--- config.mk ---
export PLATFORM = sky130hd
export DESIGN_NAME = tfd_divider
export DESIGN_NICKNAME = d
export VERILOG_FILES = /design/src/rtl/tfd_pkg.sv /design/src/rtl/tfd_edge_if.sv /design/src/rtl/tfd_divider.sv /design/src/rtl/tfd_edge_det.sv
export SDC_FILE = /design/constraint.sdc
export NUM_CORES = 1
export LEC_CHECK = 0
export BUFFER_PORTS_ARGS = -buffer_cell sky130_fd_sc_hd__buf_2
export CAP_MARGIN = 20
export CORE_MARGIN = 1.5
export CORE_UTILIZATION = 45
export DETAILED_ROUTE_END_ITERATION = 16
export GPL_TIMING_DRIVEN = 0
export PLACE_DENSITY = 0.68
export SYNTH_ARGS = -nofsm -noshare
export SYNTH_HDL_FRONTEND = slang
export SYNTH_HIERARCHICAL = 1
export SYNTH_SLANG_ARGS = --single-unit
--- constraint.sdc ---
create_clock -name core_clk -period 3.3 [get_ports core_clk]
set_input_delay 0.165 -clock core_clk [delete_from_list [all_inputs] [get_ports core_clk]]
set_output_delay 0.165 -clock core_clk [all_outputs]
set_load 0.05 [all_outputs]
--- src/rtl/tfd_pkg.sv ---
// package: register map, field layout and reset values of the frequency divider
package tfd_pkg;
    // ------------------------------------------------------------------
    // register offsets (byte addresses)
    // ------------------------------------------------------------------
    localparam int         ADDR_W      = 5;
    localparam logic [4:0] ADR_MODE    = 5'h00;
    localparam logic [4:0] ADR_RELOAD  = 5'h04;
    localparam logic [4:0] ADR_COUNT   = 5'h08;
    localparam logic [4:0] ADR_START   = 5'h0C;
    localparam logic [4:0] ADR_STATUS  = 5'h10;
    localparam logic [4:0] ADR_CLEAR   = 5'h14;
    localparam logic [4:0] ADR_ENABLE  = 5'h18;
    // ------------------------------------------------------------------
    // mode register fields
    // ------------------------------------------------------------------
    localparam int MODE_START_IRQ_BIT = 0;
    localparam int MODE_EDGE_LSB      = 6;
    localparam int MODE_EDGE_W        = 2;
    localparam logic [1:0] EDGE_FALL  = 2'h0;
    localparam logic [1:0] EDGE_RISE  = 2'h1;
    localparam logic [1:0] EDGE_BOTH  = 2'h2;
    // status bits
    localparam int STAT_TICK_BIT = 0;
    localparam int STAT_W        = 1;
    // ------------------------------------------------------------------
    // reset values
    // ------------------------------------------------------------------
    localparam logic [15:0] MODE_RST   = 16'h0000;
    localparam logic [15:0] COUNT_RST  = 16'hFFFF;
    localparam logic [15:0] RELOAD_RST = 16'h0000;
    localparam logic [15:0] ZERO_CNT   = 16'h0000;
endpackage : tfd_pkg

--- src/rtl/tfd_edge_if.sv ---
// interface: edge detector to counter core
`timescale 1ns/1ps
`default_nettype none
interface tfd_edge_if;
    logic       valid_edge;
    logic [1:0] edge_sel;
    modport det  (output valid_edge, input edge_sel);
    modport core (input valid_edge, output edge_sel);
endinterface : tfd_edge_if
`default_nettype wire

--- src/rtl/tfd_divider.sv ---
// module: channel 0 frequency divider with register port and interrupt
//
// Functional notes
// - divider exists only on channel 0: input pin in, output pin out.
// - single edge: output = input / (2 x (reload + 1)).
// - both edges: output is about input / (reload + 1).
// - counter counts down by one per valid input edge.
// - after start trigger, load reload value at next valid edge.
// - first load raises irq and toggles output only if start select is 1.
// - at zero: toggle output, reload, keep counting.
// - edges sampled on operation clock; one clock period jitter.
// - reload rewrite takes effect only at the following reload.
// - count value read only, reads FFFFH after reset.
// - mode register resets to 0000H.
//
// The implementer's own choices: the register offsets and strobed register access.
`timescale 1ns/1ps
`default_nettype none
module tfd_divider
#(
    parameter int CNT_W = 16
)
(
    // clock and reset
    input  wire logic                       core_clk,
    input  wire logic                       rst,
    // register port
    input  wire logic [tfd_pkg::ADDR_W-1:0] reg_addr,
    input  wire logic [31:0]                reg_wdata,
    input  wire logic                       reg_wr,
    input  wire logic                       reg_rd,
    output logic      [31:0]                reg_rdata,
    // pins
    input  wire logic                       divider_input_pin,
    output logic                            divider_output_pin,
    // interrupt
    output logic                            channel_irq
);
    // ------------------------------------------------------------------
    // elaboration check
    // ------------------------------------------------------------------
    if (CNT_W != 16)
    begin : g_bad_width
        $error("CNT_W must be 16");
    end

    // ------------------------------------------------------------------
    // state
    // ------------------------------------------------------------------
    typedef enum logic [2:0]
    {
        ST_IDLE = 3'b001,
        ST_ARM  = 3'b010,
        ST_RUN  = 3'b100
    } tfd_state_t;

    tfd_state_t  state_r;
    logic [15:0] channel_mode_reg;
    logic [15:0] reload_value_reg;
    logic [15:0] down_count_value;
    logic        out_r;
    logic        stat_r;
    logic        en_r;
    logic        irq_r;
    logic [31:0] rdata_r;
    logic        tick;
    logic        arm_load;
    logic        zero_hit;
    logic        start_wr;
    logic        clr_wr;

    tfd_edge_if eb ();

    tfd_edge_det u_edge
    (
        .core_clk          (core_clk),
        .rst               (rst),
        .divider_input_pin (divider_input_pin),
        .eb                (eb)
    );

    assign eb.edge_sel = channel_mode_reg[tfd_pkg::MODE_EDGE_LSB +:
                                          tfd_pkg::MODE_EDGE_W];

    assign start_wr = reg_wr & (reg_addr == tfd_pkg::ADR_START)
                      & reg_wdata[0];
    assign clr_wr   = reg_wr & (reg_addr == tfd_pkg::ADR_CLEAR)
                      & reg_wdata[tfd_pkg::STAT_TICK_BIT];

    // ------------------------------------------------------------------
    // control state machine
    // ------------------------------------------------------------------
    always_ff @(posedge core_clk)
    begin
        if (rst)
            state_r <= ST_IDLE;
        else
        begin
            case (state_r)
                ST_IDLE:
                begin
                    if (start_wr)
                        state_r <= ST_ARM;
                end
                ST_ARM:
                begin
                    if (eb.valid_edge)
                        state_r <= ST_RUN;
                end
                ST_RUN:
                begin
                    if (start_wr)
                        state_r <= ST_ARM;
                end
                default:
                    state_r <= ST_IDLE;
            endcase
        end
    end

    assign arm_load = (state_r == ST_ARM) & eb.valid_edge;
    assign zero_hit = (state_r == ST_RUN) & eb.valid_edge
                      & (down_count_value == tfd_pkg::ZERO_CNT);
    // first-load event counts only when start select is set
    assign tick = zero_hit | (arm_load &
                  channel_mode_reg[tfd_pkg::MODE_START_IRQ_BIT]);

    // ------------------------------------------------------------------
    // registers written by software
    // ------------------------------------------------------------------
    always_ff @(posedge core_clk)
    begin
        if (rst)
            channel_mode_reg <= tfd_pkg::MODE_RST;
        else if (reg_wr && reg_addr == tfd_pkg::ADR_MODE)
            channel_mode_reg <= reg_wdata[15:0];
    end

    // software may rewrite at any time; only sampled at load time
    always_ff @(posedge core_clk)
    begin
        if (rst)
            reload_value_reg <= tfd_pkg::RELOAD_RST;
        else if (reg_wr && reg_addr == tfd_pkg::ADR_RELOAD)
            reload_value_reg <= reg_wdata[15:0];
    end

    always_ff @(posedge core_clk)
    begin
        if (rst)
            en_r <= 1'b0;
        else if (reg_wr && reg_addr == tfd_pkg::ADR_ENABLE)
            en_r <= reg_wdata[tfd_pkg::STAT_TICK_BIT];
    end

    // ------------------------------------------------------------------
    // down counter
    // ------------------------------------------------------------------
    // a period is reload+1 edges: load, count down to zero, reload on the
    // edge that finds the count at zero, so zero is held for one edge
    always_ff @(posedge core_clk)
    begin
        if (rst)
            down_count_value <= tfd_pkg::COUNT_RST;
        else if (arm_load)
            down_count_value <= reload_value_reg;
        else if (state_r == ST_RUN && eb.valid_edge)
        begin
            if (down_count_value == tfd_pkg::ZERO_CNT)
                down_count_value <= reload_value_reg;
            else
                down_count_value <= down_count_value - 16'h0001;
        end
    end

    // ------------------------------------------------------------------
    // divider output
    // ------------------------------------------------------------------
    always_ff @(posedge core_clk)
    begin
        if (rst)
            out_r <= 1'b0;
        else if (state_r == ST_RUN && eb.valid_edge
                 && down_count_value == tfd_pkg::ZERO_CNT)
            out_r <= ~out_r;
        else if (arm_load
                 && channel_mode_reg[tfd_pkg::MODE_START_IRQ_BIT])
            out_r <= ~out_r;
        // otherwise held, including before start
        else
            out_r <= out_r;
    end

    assign divider_output_pin = out_r;

    // ------------------------------------------------------------------
    // interrupt status, set wins over clear
    // ------------------------------------------------------------------
    logic out_tick;
    assign out_tick = (state_r == ST_RUN) & eb.valid_edge
                      & (down_count_value == tfd_pkg::ZERO_CNT);

    always_ff @(posedge core_clk)
    begin
        if (rst)
            stat_r <= 1'b0;
        else if (out_tick ||
                 (arm_load && channel_mode_reg[tfd_pkg::MODE_START_IRQ_BIT]))
            stat_r <= 1'b1;
        else if (clr_wr)
            stat_r <= 1'b0;
    end

    always_ff @(posedge core_clk)
    begin
        if (rst)
            irq_r <= 1'b0;
        else
            irq_r <= (stat_r & en_r) | ((out_tick | tick) & en_r);
    end

    assign channel_irq = irq_r;

    // ------------------------------------------------------------------
    // read data, one cycle after the strobe, zero otherwise
    // ------------------------------------------------------------------
    always_ff @(posedge core_clk)
    begin
        if (rst)
            rdata_r <= 32'h0000_0000;
        else if (!reg_rd)
            rdata_r <= 32'h0000_0000;
        else if (reg_addr == tfd_pkg::ADR_MODE)
            rdata_r <= {16'h0000, channel_mode_reg};
        else if (reg_addr == tfd_pkg::ADR_RELOAD)
            rdata_r <= {16'h0000, reload_value_reg};
        else if (reg_addr == tfd_pkg::ADR_COUNT)
            rdata_r <= {16'h0000, down_count_value};
        else if (reg_addr == tfd_pkg::ADR_STATUS)
            rdata_r <= {31'h0000_0000, stat_r};
        else if (reg_addr == tfd_pkg::ADR_ENABLE)
            rdata_r <= {31'h0000_0000, en_r};
        else
            rdata_r <= 32'h0000_0000;
    end

    assign reg_rdata = rdata_r;
endmodule : tfd_divider
`default_nettype wire

--- src/rtl/tfd_edge_det.sv ---
// module: samples the divider input and flags selected edges
`timescale 1ns/1ps
`default_nettype none
module tfd_edge_det
(
    // clock and reset
    input  wire logic  core_clk,
    input  wire logic  rst,
    // pin
    input  wire logic  divider_input_pin,
    // to core
    tfd_edge_if.det    eb
);
    logic prev_r;
    logic edge_r;
    logic rise;
    logic fall;

    assign rise = divider_input_pin & ~prev_r;
    assign fall = ~divider_input_pin & prev_r;

    // pin sampled on the operation clock; one-clock period jitter
    always_ff @(posedge core_clk)
    begin
        if (rst)
            prev_r <= 1'b0;
        else
            prev_r <= divider_input_pin;
    end

    always_ff @(posedge core_clk)
    begin
        if (rst)
            edge_r <= 1'b0;
        else if (eb.edge_sel == tfd_pkg::EDGE_BOTH)
            edge_r <= rise | fall;
        else if (eb.edge_sel == tfd_pkg::EDGE_RISE)
            edge_r <= rise;
        else
            edge_r <= fall;
    end

    assign eb.valid_edge = edge_r;
endmodule : tfd_edge_det
`default_nettype wire

; Word level (Yosys, flattened, before mapping)
; Cells that the tools add are included.
; Widths: inputs -> output; s select.
[totals]
output_inout_bits = 34
regBits = 89
word_cells = 79
[op_classes]
n_reduce_logical = 16
muxes = 17
addsub = 1
bitwise = 20
eq_ne = 13
[op_table]
columns = operator, count
row1 = $mux 16, 6
row2 = $logic_not 16->1, 1
row3 = $sub 16x1->16 const B, 1
row4 = $eq 5x5->1 const B, 3
row5 = $and 1x1->1, 12
row6 = $eq 5x4->1 const B, 2
row7 = $mux 1, 8
row8 = $logic_and 1x1->1, 6
row9 = $mux 3, 2
row10 = $pmux 3 s2, 1
row11 = $reduce_bool 2->1, 3
row12 = $reduce_or 6->1, 1
row13 = $eq 5x3->1 const B, 1
row14 = $logic_not 5->1, 1
row15 = $ne 2x1->1 const B, 2
row16 = $not 1->1, 4
row17 = $or 1x1->1, 4
row18 = $reduce_or 2->1, 2
row19 = $eq 3x1->1 const B, 1
row20 = $eq 3x2->1 const B, 1
row21 = $eq 3x3->1 const B, 1
row22 = $eq 2x1->1 const B, 1
row23 = $eq 2x2->1 const B, 1
row24 = $reduce_and 2->1, 1
row25 = $logic_or 1x1->1, 1

; Logic depth before layout (Yosys ltp)
[depth]
depth_word = 7
depth_mapped = 9
ltp_nobuf = 7

; Modules after synthesis
; Netlist, hierarchy kept.
[modules_own_cells]
columns = mod, cells_per_inst, instances, area_per_inst_um2
row1 = tfd_divider, 403, 1, 3320.7
row2 = tfd_edge_det, 12, 1, 106.4

; Least setup slack after synthesis
; OpenSTA, ideal clock, no wires.
[synth_path]
kind = register to register
start = register down_count_value[0]
end = register down_count_value[3]
period_less_slack_ns = 1.970
setup_ns = 0.122
required_time_ns = 3.178
n_path_buf = 1
arrival_time_ns = 1.849
path_slack_ns = 1.330
path_stages_with_launch = 9
cell_sequence = dfxtp_1 inv_1 ha_1 nor4b_1 nand4_1 and2_1 buf_6 mux2_4 a221o_1
[synth_via]
elab_chain_len = 4
elab_cells_between_ends = 5
cone_classes = add/sub: 1 / mux: 3 / reduce/logical: 1
[synth_lines]
columns = item, line_no
row1 = start: declaration, tfd_divider.sv:60  ; logic [15:0] down_count_value;
row2 = start signal: assignment, tfd_divider.sv:164  ; down_count_value <= tfd_pkg::COUNT_RST;
row3 = start signal: assignment, tfd_divider.sv:166  ; down_count_value <= reload_value_reg;
row4 = start signal: assignment, tfd_divider.sv:170  ; down_count_value <= reload_value_reg;
row5 = $sub 16x1->16 or $logic_not 16->1 (tied branches), "tfd_divider.sv:172, tfd_divider.sv:169"
row6 = $mux 16 *, tfd_divider.sv:169  ; if (down_count_value == tfd_pkg::ZERO_CNT)
row7 = $mux 16 *, tfd_divider.sv:167  ; else if (state_r == ST_RUN && eb.valid_edge)
row8 = $mux 16 *, tfd_divider.sv:165  ; else if (arm_load)
; Every way passes the cells marked *; elsewhere a longest branch is shown, timed or not. The select of a mux whose other input is x is not followed.
; A chain may end at the register's enable or synchronous reset.

; Worst setup path in the final report
[layout_path]
start = register down_count_value[0]
end = register down_count_value[8]
; The elaborated chain is that of the path after synthesis.

==> qor.yml <==
final_layout:
  multi_input_area_um2: 1758
  nets: 529
  area_growth_syn_to_layout_pct: 18.51
  fillers: 728
  final_cell_area_um2: 4061
  instances_no_fill: 587
  antenna_cells: 0
  seq_area_um2: 1461
  layout-drive-gt1-share_pct: 17.83
logic_synthesis:
  synth_ff_type: "dfxtp_1"
  ys_types: 59
  yosys-top-cells-area: "dfxtp_1 (43%), nand2_1 (9.0%), a21oi_1 (6.4%), a222oi_1 (4.4%), buf_4 (3.5%)"
  ys_warn_count: 6
  yosysMostFrequentCell: "nand2_1"
  syn_area_per_cell_um2: 8.258
  synth_top_area_share_pct: 42.64
  synth_cells: 415
  synth_edf_count: 0
  async_flop_share_pct: 0
  synth_area_leader_cell: "dfxtp_1"
  synthTopCellsByCount: "nand2_1 (82), dfxtp_1 (73), a21oi_1 (44)"
  ys_seq_area_share_pct: 42.64
  netlist_area_um2: 3427
  synth-seq-cells: 73
die:
  die_x_um: 90.27
  die_area_um2: 8148
  boundaryPins: 76
  coreArea_um2: 7292
  die_h_um: 90.27
  start_util_pct: 47.00
  rows: 31
placed_design:
  io_buffers: 42
  dpl.cell_count: 571
  dp_hpwl_um: 6432
  dpl-instance-area_um2: 3817
  globalplace.congestion: 0.9537
clock_network:
  clkSinkCount: 73
  clk_pin_slew_worst_paths_ns: 0.07
  clock_path_buffers: 2
  clock_latency_ns: 0.36
  htree_levels: 3
  cts_resized: 0
  cts_buffers: 9
  hold_buffers: 0
  clockRootBuffer: "clkbuf_8"
  cts_setup_buffers: 0
  cts_tree: "yes"
power:
  switching_power_uw: 437.3
  clkPwrFrac_pct: 45.8
  ir_drop_uv: 220.5
  p_int_uw: 1444
  cellLeakagePower_uw: 0.001640
  seqPwrFrac_pct: 47.3
  comb_power_share_pct: 6.9
  p_sw_share_pct: 23.24
  power.density_nw_per_um2: 463.2
timing:
  rsz0062_at_grt: "false"
  slew_violations: 0
  slew_headroom_pct: 37.87
  hold_viol: 0
  tns_ns: 0
  max_freq_mhz: 420.4
  tightest_slew_ns: 0.9248
  clock_skew_ns: 0.004797
  period_minus_slack_ns: 2.378
  finalCritPeriodShare_pct: 72.07
  setup_viol: 0
routing:
  detail_route.wl_per_cell_um: 15.63
  num_vias: 3204
  wirelength_um: 9176
  firstDrtPassIters: 5
  drt-initial-drc-count: 229
  drc: 0
  ant_nets: 0
  viasPerCell: 5.458
global_routing:
  grt_pass1_vias: 3015
  grt_max_degree: 13
  grt.total_usage_pct: 23.70
  grt_pass1_wl_um: 15170
  overflow: 0
  antenna_found_initial: 0
run_status:
  outcome: "completed"
critical_path:
  critPathMaxFanout: 10
  worstPathArrival_ns: 2.63
  setup.worst_path.end_class: "flip-flop"
  path_class: "reg -> reg"
  max_stage_delay_ns: 0.44
  rrSetupSlack_ns: 0.92
  critPathLaunchType: "flip-flop"
  cp.required_ns: 3.55
  worstPathCellList: "inv_1 > ha_1 > nor4b_1 > nand4_1 > nand2_1 > clkbuf_1 > o21ai_0 > a221o_1"
  slowest_stage: "clkbuf_1"
run:
  drv_cap: 0
hold_path:
  min_path_type: "in -> reg"
==> cell type report <==
cell class	count	area share, %
Timing Repair Buffer	42	5.176
Inverter	8	0.7394
Clock inverter	5	2.526
Clock buffer	11	3.481
Sequential cell	73	35.98
Multi-Input combinational cell	306	43.28
Tap cell	99	3.050
Buffer	43	5.761
==> kinds of logic (layout without fill, tap and decap cells) <==
group                    count (synthesis)  after routing  share of synthesized area, %
AO/OA/AOI/OAI                          106            106                         20.63
XOR/XNOR                                 2              2                        0.5112
adder cells (fa/ha/maj)                  4              4                         1.460
buffers and inverters                   51            109                         7.704
flip-flops                              73             73                         42.64
multiplexers                            10             10                         3.395
other                                    1             16                        0.1094
AND/OR/NAND/NOR                        168            168                         23.55
==> power by group through the flow <==
| stage | clock network (uW) | registers [uW] | logic, uW |
|---|---|---|---|
| final | 862 | 889 | 130 |
| after global placement | 0 | 909 | 127 |
| after floorplan | 0 | 913 | 87.1 |
| after CTS | 872 | 889 | 130 |
| after global routing | 914 | 890 | 140 |
| after detailed placement | 0 | 910 | 129 |
==> cells in the final DEF, fill, tap and decap left out, types with 4 or more instances in the layout <==
| master | instances |
|---|---|
| nand2_1 | 82 |
| dfxtp_1 | 73 |
| buf_2 | 46 |
| a21oi_1 | 44 |
| nor2_1 | 32 |
| clkbuf_1 | 22 |
| buf_4 | 16 |
| conb_1 | 16 |
| a222oi_1 | 15 |
| o21ai_1 | 10 |
| clkbuf_8 | 10 |
| nor3_1 | 8 |
| inv_1 | 7 |
| o21ai_0 | 7 |
| mux2i_1 | 6 |
| nand4_1 | 6 |
| nand3_1 | 5 |
| and2_1 | 4 |
| nor2b_1 | 4 |
| o221ai_1 | 4 |
| a221o_1 | 4 |
| ha_1 | 4 |
==> stage by stage <==
| step | hold slack, ns | setup WS, ns | total power, uW | util [%] |
|---|---|---|---|---|
| floorplan | 0.2317 | 1.330 | 1000 | - |
| global placement | 0.4122 | 1.019 | 1037 | 52.35 |
| detailed placement | 0.4224 | 0.9493 | 1039 | 52.35 |
| CTS | 0.03695 | 0.9356 | 1891 | 55.70 |
| global route | 0.04277 | 0.7172 | 1944 | 55.70 |
| finish | 0.04480 | 0.9216 | 1881 | 55.70 |
==> worst max-delay path: cells and delay by family (launching register included) <==
kind            cells  cell delay, ns
buf+inv             2            0.58
simple gates        3            0.70
flops               1            0.36
compound gates      2            0.48
fa+ha+maj           1            0.15
==> path summary, 6_finish.rpt <==
path / endpoint / from / depth (start not counted)
hold / removal: channel_mode_reg[11] / reg_wdata[11] / 3
setup reg to reg: down_count_value[8] / down_count_value[0] / 8
setup / recovery: down_count_value[8] / down_count_value[0] / 8
hold reg to reg: channel_mode_reg[5] / channel_mode_reg[5] / 2
==> per-layer routing <==
layer  up-vias  part of all wire [%]  global-route usage [%]
met5         -                     0                       0
met2       103                    48                   38.45
met4         0                   2.6                   11.24
li1       1586                     -                       -
met3        18                   5.5                   4.630
met1      1497                    44                   30.23
(Power assumes the default switching activity.)
